<file path="src/common/bcc_map.vh">
`ifndef BCC_MAP_VH
`define BCC_MAP_VH

// register byte addresses
`define BCC_ADDR_MODE 32'h0000FF00
`define BCC_ADDR_WCLK 32'h0000FF04
`define BCC_ADDR_STAT 32'h0000FF08

// mode register fields
`define BCC_MODE_BUS 7
`define BCC_MODE_CPU 6
`define BCC_MODE_CE0 0
`define BCC_MODE_CE_HI 3

// wait and clock register fields
`define BCC_WCLK_WT_HI 6
`define BCC_WCLK_WT_LO 4
`define BCC_WCLK_SEL 2
`define BCC_WCLK_FAST 1
`define BCC_WCLK_SLOW 0

// status register fields
`define BCC_STAT_IRQ_OK 0
`define BCC_STAT_EXT_PROG 1
`define BCC_STAT_WAITING 2

// reset values
`define BCC_RST_WAIT 3'h0
`define BCC_RST_SEL 1'h1
`define BCC_RST_FAST 1'h1
`define BCC_RST_SLOW 1'h1
`define BCC_RST_CE_HI 3'h0

// wait timing: each wait state is one half cpu clock cycle
`define BCC_WAIT_STATES_PER_CODE 2
`define BCC_WAIT_CNT_W 4

// ahb codes
`define BCC_HTRANS_NONSEQ 2'h2
`define BCC_HRESP_OKAY 1'h0

`endif

</file>
<file path="src/core/bcc_top.v">
// What this block does
// - The 3-bit wait field inserts 2 times its code in bus states, none for code 0, reset none.
// - Each inserted wait state lasts half of one cpu clock cycle.
// - Clock select 1 runs the cpu from the fast oscillator, 0 from the slow one, read/write.
// - Clock select cannot be written to 0 while the slow oscillator is off.
// - Clock select cannot be written to 1 while the fast oscillator is off.
// - Fast oscillator enable switches it, resets to 1, cannot clear while on the fast clock.
// - Slow oscillator enable switches it, resets to 1, cannot clear on slow clock or watchdog.
// - All interrupts including the non-maskable one stay blocked until both registers are written.
// - Bit 7 selects expansion bus mode when 1, bit 6 selects maximum cpu mode when 1.
// - Single chip mode is allowed only with the internal rom strap, else expansion is forced.
// - Reset gives single chip minimum with internal rom, expansion minimum otherwise.
// - Chip-enable control bits 0 to 3 route their pin to the chip enable or the output port.
// - With external program the first chip-enable bit is held at 1 and read-only.
// - First chip-enable bit resets to 0 for internal rom and 1 for external program; others 0.
//
// The AHB-Lite register port is this design's own decision.
`timescale 1ns/10ps
`default_nettype none
`include "bcc_map.vh"

module bcc_top (
	// clock and reset
	input wire hclk,
	input wire hresetn,
	// ahb-lite slave
	input wire hsel,
	input wire [31:0] haddr,
	input wire [1:0] htrans,
	input wire hwrite,
	input wire [2:0] hsize,
	input wire [31:0] hwdata,
	input wire hready,
	output wire hreadyout,
	output wire hresp,
	output reg [31:0] hrdata,
	// strap and system inputs
	input wire int_rom_strap,
	input wire watchdog_enable,
	// external bus cycle timing
	input wire ext_access_start,
	input wire cpu_half_tick,
	output wire ext_bus_wait,
	// chip enable and port pins
	input wire [3:0] chip_sel_n_in,
	input wire [3:0] general_output_port_pins,
	output reg [3:0] chip_sel_pin,
	// mode and clock outputs
	output reg bus_mode_select,
	output reg cpu_space_mode_select,
	output reg cpu_clock_select,
	output reg fast_osc_enable,
	output reg slow_osc_enable,
	output reg irq_release
);

reg strap_taken;
reg ext_prog;
reg [3:0] chip_sel_out_en;
reg [2:0] wait_sel;
reg written_mode;
reg written_wclk;
reg dp_write;
reg dp_mode;
reg dp_wclk;
reg next_sel;
reg next_fast;
reg next_slow;
wire addr_phase;
wire take;
wire hit_mode;
wire hit_wclk;
wire hit_stat;
wire rd_stall;
wire [7:0] wbyte;
wire [7:0] mode_rd;
wire [7:0] wclk_rd;
wire [7:0] stat_rd;

////////////////////////////////////////////////////////////////////////
// address decode
assign addr_phase = hsel && (htrans == `BCC_HTRANS_NONSEQ);
assign hit_mode = ({haddr[31:2], 2'b00} == `BCC_ADDR_MODE);
assign hit_wclk = ({haddr[31:2], 2'b00} == `BCC_ADDR_WCLK);
assign hit_stat = ({haddr[31:2], 2'b00} == `BCC_ADDR_STAT);

// a read right behind a write waits one cycle so it sees the new value
assign rd_stall = addr_phase && !hwrite && dp_write;
assign hreadyout = strap_taken && !rd_stall;
assign take = addr_phase && hready && hreadyout;
assign hresp = `BCC_HRESP_OKAY;
assign wbyte = hwdata[7:0];

////////////////////////////////////////////////////////////////////////
// readback images
assign mode_rd = {bus_mode_select, cpu_space_mode_select, 2'b00, chip_sel_out_en};
// bit 3 is tied low
assign wclk_rd = {1'b0, wait_sel, 1'b0, cpu_clock_select, fast_osc_enable,
	slow_osc_enable};
assign stat_rd = {5'h00, ext_bus_wait, ext_prog, irq_release};

////////////////////////////////////////////////////////////////////////
// data phase tracking for writes
always @(posedge hclk or negedge hresetn) begin
	if (!hresetn) begin
		dp_write <= 1'b0;
		dp_mode <= 1'b0;
		dp_wclk <= 1'b0;
	end else if (take) begin
		dp_write <= hwrite;
		dp_mode <= hwrite && hit_mode;
		dp_wclk <= hwrite && hit_wclk;
	end else begin
		// one cycle only, so a stalled read cannot hold a write open forever
		dp_write <= 1'b0;
		dp_mode <= 1'b0;
		dp_wclk <= 1'b0;
	end
end

////////////////////////////////////////////////////////////////////////
// read data registered at the address phase, unmapped reads zero
always @(posedge hclk or negedge hresetn) begin
	if (!hresetn) begin
		hrdata <= 32'h00000000;
	end else if (take && !hwrite) begin
		if (hit_mode) begin
			hrdata <= {24'h000000, mode_rd};
		end else if (hit_wclk) begin
			hrdata <= {24'h000000, wclk_rd};
		end else if (hit_stat) begin
			hrdata <= {24'h000000, stat_rd};
		end else begin
			hrdata <= 32'h00000000;
		end
	end
end

////////////////////////////////////////////////////////////////////////
// strap is caught on the first edge after reset release
always @(posedge hclk or negedge hresetn) begin
	if (!hresetn) begin
		strap_taken <= 1'b0;
		ext_prog <= 1'b0;
	end else if (!strap_taken) begin
		strap_taken <= 1'b1;
		ext_prog <= !int_rom_strap;
	end
end

////////////////////////////////////////////////////////////////////////
// bus mode, cpu mode and chip enable controls
always @(posedge hclk or negedge hresetn) begin
	if (!hresetn) begin
		bus_mode_select <= 1'b0;
		cpu_space_mode_select <= 1'b0;
		chip_sel_out_en <= 4'h0;
	end else if (!strap_taken) begin
		// reset values depend on the strap, minimum cpu mode always
		bus_mode_select <= !int_rom_strap;
		cpu_space_mode_select <= 1'b0;
		chip_sel_out_en <= {`BCC_RST_CE_HI, !int_rom_strap};
	end else if (dp_mode) begin
		// single chip not possible without internal rom
		bus_mode_select <= wbyte[`BCC_MODE_BUS] | ext_prog;
		cpu_space_mode_select <= wbyte[`BCC_MODE_CPU];
		chip_sel_out_en[`BCC_MODE_CE_HI:1] <= wbyte[`BCC_MODE_CE_HI:1];
		chip_sel_out_en[`BCC_MODE_CE0] <= wbyte[`BCC_MODE_CE0] | ext_prog;
	end
end

////////////////////////////////////////////////////////////////////////
// clock interlocks judged against the values before the write
always @* begin
	next_sel = cpu_clock_select;
	next_fast = fast_osc_enable;
	next_slow = slow_osc_enable;
	// going slow needs the slow oscillator running
	if (!wbyte[`BCC_WCLK_SEL] && slow_osc_enable) begin
		next_sel = 1'b0;
	end
	// going fast needs the fast oscillator running
	if (wbyte[`BCC_WCLK_SEL] && fast_osc_enable) begin
		next_sel = 1'b1;
	end
	// fast oscillator cannot stop under the running cpu
	if (wbyte[`BCC_WCLK_FAST] || !cpu_clock_select) begin
		next_fast = wbyte[`BCC_WCLK_FAST];
	end
	// slow oscillator also feeds the watchdog
	if (wbyte[`BCC_WCLK_SLOW] || (cpu_clock_select && !watchdog_enable)) begin
		next_slow = wbyte[`BCC_WCLK_SLOW];
	end
end

////////////////////////////////////////////////////////////////////////
// wait and clock control register
always @(posedge hclk or negedge hresetn) begin
	if (!hresetn) begin
		wait_sel <= `BCC_RST_WAIT;
		cpu_clock_select <= `BCC_RST_SEL;
		fast_osc_enable <= `BCC_RST_FAST;
		slow_osc_enable <= `BCC_RST_SLOW;
	end else if (dp_wclk) begin
		wait_sel <= wbyte[`BCC_WCLK_WT_HI:`BCC_WCLK_WT_LO];
		cpu_clock_select <= next_sel;
		fast_osc_enable <= next_fast;
		slow_osc_enable <= next_slow;
	end
end

////////////////////////////////////////////////////////////////////////
// interrupt release once both registers have seen a write
always @(posedge hclk or negedge hresetn) begin
	if (!hresetn) begin
		written_mode <= 1'b0;
		written_wclk <= 1'b0;
		irq_release <= 1'b0;
	end else begin
		if (dp_mode) begin
			written_mode <= 1'b1;
		end
		if (dp_wclk) begin
			written_wclk <= 1'b1;
		end
		// only a reset blocks interrupts again
		irq_release <= (written_mode || dp_mode) && (written_wclk || dp_wclk);
	end
end

////////////////////////////////////////////////////////////////////////
// pin mux: chip enable or general output port per pin
genvar gi;
generate
	for (gi = 0; gi < 4; gi = gi + 1) begin : g_pin
		always @(posedge hclk or negedge hresetn) begin
			if (!hresetn) begin
				chip_sel_pin[gi] <= 1'b1;
			end else if (chip_sel_out_en[gi]) begin
				chip_sel_pin[gi] <= chip_sel_n_in[gi];
			end else begin
				chip_sel_pin[gi] <= general_output_port_pins[gi];
			end
		end
	end
endgenerate

////////////////////////////////////////////////////////////////////////
// wait state generation for external bus cycles
bcc_wait_gen u_wait (
	.hclk(hclk),
	.hresetn(hresetn),
	.wait_code(wait_sel),
	.access_start(ext_access_start),
	.half_tick(cpu_half_tick),
	.bus_wait(ext_bus_wait)
);

endmodule
`default_nettype wire

</file>
<file path="src/core/bcc_wait_gen.v">
`timescale 1ns/10ps
`default_nettype none
`include "bcc_map.vh"

module bcc_wait_gen (
	// clock and reset
	input wire hclk,
	input wire hresetn,
	// configuration
	input wire [2:0] wait_code,
	// bus cycle control
	input wire access_start,
	input wire half_tick,
	output reg bus_wait
);

reg [`BCC_WAIT_CNT_W-1:0] remain;
wire [`BCC_WAIT_CNT_W-1:0] load_val;

// two states per code step, so code 7 gives 14 and code 0 none
assign load_val = {wait_code, 1'b0};

////////////////////////////////////////////////////////////////////////
// state counter, one count per half cpu clock
always @(posedge hclk or negedge hresetn) begin
	if (!hresetn) begin
		remain <= {`BCC_WAIT_CNT_W{1'b0}};
		bus_wait <= 1'b0;
	end else if (access_start) begin
		remain <= load_val;
		bus_wait <= (load_val != {`BCC_WAIT_CNT_W{1'b0}});
	end else if (half_tick && remain != {`BCC_WAIT_CNT_W{1'b0}}) begin
		// a state lasts exactly one half-cycle tick
		remain <= remain - {{(`BCC_WAIT_CNT_W-1){1'b0}}, 1'b1};
		bus_wait <= (remain != {{(`BCC_WAIT_CNT_W-1){1'b0}}, 1'b1});
	end
end

endmodule
`default_nettype wire

</file>
<file path="config.mk">
export PLATFORM = sky130hd
export DESIGN_NAME = bcc_top
export DESIGN_NICKNAME = d
export VERILOG_FILES = /design/src/core/bcc_top.v /design/src/core/bcc_wait_gen.v
export VERILOG_INCLUDE_DIRS = /design/src /design/src/common
export SDC_FILE = /design/constraint.sdc
export NUM_CORES = 1
export LEC_CHECK = 0
export ABC_CLOCK_PERIOD_IN_PS = 3700
export BUFFER_PORTS_ARGS = -buffer_cell sky130_fd_sc_hd__buf_2
export CAP_MARGIN = 15
export CORE_ASPECT_RATIO = 1.4
export CORE_MARGIN = 10
export CORE_UTILIZATION = 31
export DETAILED_ROUTE_END_ITERATION = 10
export GPL_TIMING_DRIVEN = 0
export HOLD_SLACK_MARGIN = 0.03
export SLEW_MARGIN = 20
export SYNTH_ARGS = -nofsm -noshare
export SYNTH_HDL_FRONTEND = slang
export SYNTH_SLANG_ARGS = --single-unit
</file>
<file path="constraint.sdc">
create_clock -name hclk -period 3.7 [get_ports hclk]
set_input_delay 0.555 -clock hclk [delete_from_list [all_inputs] [get_ports hclk]]
set_output_delay 0.555 -clock hclk [all_outputs]
set_load 0.03 [all_outputs]
</file>
# == Yosys cells after proc, flatten, opt, wreduce, memory -nomap -nowiden ==
# Index checks and enable logic that the tools add are counted.
# classes
addsub,1
multipliers,0
div,0
order_cmp,0
n_eq_ne,6
shift,0
muxes,22
bitwise,2
n_reduce_logical,31
# op_table
cell,count
"equality test 30 x 14 -> 1 bit, second input constant",3
two-way mux 32 bit,2
two-way mux 4 bit,4
two-way mux 1 bit,15
logical AND 1 bit,14
nonzero test 4 bit,2
logical NOT 1 bit,6
AND reduction 2 bit,3
logical OR 1 bit,4
"!= test 4 x 1 -> 1 bit, second input constant",1
nonzero test 2 bit,2
"subtractor 4 x 1 -> 4 bit, second input constant",1
two-way mux 3 bit,1
"equality test 2 bit, second input constant",1
"!= test 2 x 1 -> 1 bit, second input constant",1
bitwise OR 1 bit,2
# word_totals
register_bits,61
latch_bits,0
ramBits,0
romBits,0
in_bits,86
out_inout_bits,45
wordCells,84
memories,0

# == Longest topological paths before layout ==
# logic_depth
ltp_word,8
ltp_mapped,6
mapped_depth_nobuf,6

# == Cells and area by module ==
# Synthesis repeated with hierarchy kept, for this count alone.
# unflattened
hier_cells,184
area_unflattened_um2,2021.9
# by_module_without_submodules
module,instances,cells_each,area_per_inst_um2,seq_area_each_um2
bcc_top,1,151,1696.6,809.5
bcc_wait_gen,1,33,325.3,125.1

# == Least setup slack after synthesis ==
# Ideal clock, no wire load.
# synth_path
path_kind,input port to flip-flop
start,in haddr[25]
end,reg dp_mode
setup_ns,0.096
arrival_ns,1.665
required_time_ns,3.604
slack_ns,1.939
stages,4
path_buffers,0
path_cell_list,or4_4 > nor4_4 > nand4_4 > nor4_2
# synth_via
elab_chain_len,3
# synth_lines
item,line_no,text
from (decl),bcc_top.v:28,"input wire [31:0] haddr,"
equality test 30 x 14 -> 1 bit (no source line),n/a,
logical AND 1 bit,bcc_top.v:111,dp_mode <= hwrite && hit_mode;
two-way mux 1 bit,bcc_top.v:109,end else if (take) begin
to (signal assigned),bcc_top.v:111,
to (decl),bcc_top.v:64,reg dp_mode;
# Every way passes these cells.
# A chain may end at the register's enable or synchronous reset.

# == Final worst setup path ==
# layout_path
start,reg strap_taken
end,out hreadyout
# layout_via
elab_chain_len,1
# layout_lines
item,line_no,text
from (decl),bcc_top.v:57,reg strap_taken;
from (signal assigned),bcc_top.v:143,strap_taken <= 1'b0;
from (signal assigned),bcc_top.v:146,strap_taken <= 1'b1;
logical AND 1 bit,bcc_top.v:89,assign hreadyout = strap_taken && !rd_stall;
to (decl),bcc_top.v:34,"output wire hreadyout,"
# Every way passes these cells.

==> results.py <==
metrics = {
    "sta": {
        "fin_setup_tns_ps": 0,
        "finalHoldViolCount": 0,
        "setup_viol": 0,
        "fin_crit_sh_pct": 53.5,
        "max_freq_ghz": 0.505,
        "finalClockSkew_ps": 6.92,
        "rsz0062_at_grt": "false",
        "min_period_ps": 1980,
        "relSlewSlack_pct": 45.6,
        "drv_slew": 0,
        "worst_pin_slew_ps": 815,
    },
    "clock_network": {
        "clockRootBuffer": "clkbuf_8",
        "cts.sinks": 37,
        "postCtsSetupBuffers": 0,
        "htree_levels": 2,
        "cts-hold-fix-buffers": 0,
        "cts_buffer_depth": 2,
        "clk_latency_ps": 300,
        "cts.clk_slew.worst_paths_ps": 70,
        "numCtsBuffers": 5,
        "post_cts_resized": 0,
        "cts_tree": "yes",
    },
    "yosys": {
        "synth_edf_count": 0,
        "synthArstFlopShare_pct": 100,
        "yosysUniqueCellTypes": 43,
        "netlist_area_um2": 2010,
        "syn_area_per_cell_um2": 11.3,
        "netlist_instances": 177,
        "synthFlopType": "dfrtp_1",
        "yosysWarnings": 0,
        "synth_seq_area_share_pct": 46.6,
        "ys_seq_elements": 37,
    },
    "power": {
        "seq_power_share_pct": 39.7,
        "clockPowerShare_pct": 35.5,
        "comb_power_share_pct": 24.7,
        "power_density_nw_per_um2": 434,
        "p_int_uw": 831,
        "switching_share_pct": 28.9,
        "leakage_uw": 0.00139,
        "ir_drop_uv": 261,
        "p_total_uw": 1170,
        "p_switching_uw": 338,
    },
    "place": {
        "gp_congestion": 0.758,
        "io_buffer_count": 74,
        "dp.cells": 347,
        "dp_hpwl_mm": 4.41,
    },
    "drt": {
        "ant_nets": 0,
        "drt_iter0_drc": 49,
        "dr.pass1.iters": 4,
        "drt-total-wl_mm": 5.36,
        "routedWlPerCell_um": 15.1,
        "vias_per_cell": 4.42,
        "route.detailed.drc": 0,
        "vias": 1570,
    },
    "setup_path": {
        "reg2reg_to": "u_wait.remain[1]",
        "worst_ep_required_time_ps": 3140,
        "worstReg2RegStart": "u_wait.remain[0]",
        "cp-end-kind": "output pin",
        "crit_fanout": 10,
        "reg2reg_depth": 6,
        "crit_end": "hreadyout",
        "path_class": "reg2out",
        "cp.arrival_ps": 1420,
        "reg2reg_slack_ps": 2010,
        "startpoint": "strap_taken",
        "startpoint_type": "register",
    },
    "grt": {
        "grt_pass1_wl_mm": 8.39,
        "grt_max_degree": 38,
        "grt_usage_pct": 10.5,
        "first_global_vias": 1686,
        "antenna_found_initial": 0,
        "gr-total-overflow": 0,
    },
    "min_path": {
        "hold_path.class": "in2async",
    },
    "floorplan": {
        "ios": 131,
        "row_count": 34,
        "dieArea_um2": 10100,
        "die_h_um": 115,
        "core_um2": 6250,
        "initial_utilization_pct": 32.1,
        "die_w_um": 88,
    },
    "job": {
        "drv_cap": 0,
    },
    "status": {
        "status": "completed",
    },
    "final_layout": {
        "fillers": 619,
        "area_delta_synth_final_pct": 34.1,
        "nets": 370,
        "final_layout_size_suffix_gt1_share_pct": 47.0,
        "finalNonFillerCells": 355,
        "antenna_cells": 0,
        "final_core_util_pct": 43.0,
    },
}
[worst min-delay path by stage]
| stage | depth (start not counted) | from | endpoint | slack [ps] |
|---|---|---|---|---|
| 2_1_floorplan | 0 | hresetn | bus_mode_select | 260 |
| 3_3_place_gp | 1 | written_mode | written_mode | 430 |
| 3_5_place_dp | 1 | written_wclk | written_wclk | 440 |
| 4_1_cts | 1 | hresetn | dp_wclk | 390 |
| 5_1_grt | 1 | hresetn | hrdata[0] | 410 |
| 6_report | 1 | hresetn | hrdata[3] | 350 |
[worst max-delay path, cell delays in order, from the launching register on]
cell and delay (ps):
dfrtp_1 340, clkbuf_1 390, o31a_1 210, buf_2 190
[metrics by stage]
| step | worst slack (ps) | cell area [µm²] | hold WS [ps] |
|---|---|---|---|
| 2_1_floorplan | 1940 | 2100 | 259 |
| 3_3_place_gp | 1710 | 2560 | 432 |
| 3_5_place_dp | 1710 | 2560 | 437 |
| 4_1_cts | 1710 | 2690 | 389 |
| 5_1_grt | 1650 | 2690 | 413 |
| 6_report | 1720 | 2690 | 351 |
[logic make-up (layout without fill, tap and decap cells)]
group | count (synthesis) | in the layout | share of synthesized area [%]
AND/OR/NAND/NOR | 50 | 50 | 18.5
other | 2 | 26 | 0.374
XOR/XNOR | 3 | 3 | 1.31
flip-flops | 37 | 37 | 46.6
AO/OA/AOI/OAI | 26 | 26 | 9.85
buffers and inverters | 37 | 119 | 11.6
adder cells (fa/ha/maj) | 2 | 2 | 1.25
multiplexers | 20 | 20 | 10.5
[cells in the mapped netlist (all sizes together), types with 2 or more instances]
library cell,instances,area share [%]
buf,25,9.4
o22ai,2,0.62
nand3,4,1.0
mux2,9,5.0
dfrtp,30,37
o21ai,5,1.2
a21oi,2,0.50
nand4b,2,1.9
or2,2,0.62
nand2,13,2.4
or4,2,0.94
nor4b,2,1.9
ha,2,1.2
nor2,8,1.5
xnor2,2,0.87
nor2b,5,1.6
clkbuf,5,0.94
dfstp,7,9.2
nor4,5,3.6
mux2i,11,5.5
conb,2,0.37
inv,7,1.3
o2bb2ai,11,4.8
o31ai,2,1.0
nor3b,2,0.75
[cells in the final DEF (no fill, tap or decap), types with 2 or more instances in the layout]
cell	n
mux2_1	3
clkbuf_8	5
nand3_1	4
inv_1	6
nor2_1	8
nand2_1	13
xnor2_1	2
o21ai_0	2
clkbuf_1	5
dfstp_2	7
nor3b_1	2
o21ai_1	3
nor2b_1	5
o2bb2ai_1	11
buf_2	74
dfrtp_1	30
mux2i_1	11
conb_1	26
o22ai_1	2
or2_1	2
mux2_2	6
buf_4	25
nor4_2	4
a21oi_1	2
ha_1	2
bufinv_16	2
[metal layers]
metal  up-vias  track usage [%]  part of all wire (%)
met2        67             17.7                    50
met3         7             5.52                    13
met1       708             10.8                    36
li1        788                -                     -
met5         -                0                     0
met4         0             3.52                   1.3
[sequential cells by signal (all words and copies together), names as in the netlist, 3 cells and up]
| register | flops |
|---|---|
| u_wait.remain | 4 |
| chip_sel_out_en | 4 |
| chip_sel_pin | 4 |
| hrdata | 8 |
| wait_sel | 3 |
[power groups by stage]
stage	registers [µW]	logic [µW]	clock network (µW)
after floorplan	485	193	0
after global placement	472	279	0
after detailed placement	472	291	0
after CTS	465	292	426
after global routing	471	323	444
final	465	289	415
[final cells by class]
| class | instances | area (µm²) | share of cell area, % |
|---|---|---|---|
| plain buffers | 30 | 206 | 7.67 |
| multi-input cells | 127 | 930 | 34.5 |
| clock inverters | 3 | 65.1 | 2.42 |
| flip-flops and latches | 37 | 935 | 34.7 |
| clock buffers | 5 | 68.8 | 2.56 |
| well taps | 72 | 90.1 | 3.35 |
| repair buffers | 74 | 370 | 13.8 |
| inverters | 7 | 26.3 | 0.976 |
Note: power is estimated with default switching activity, not from simulation.
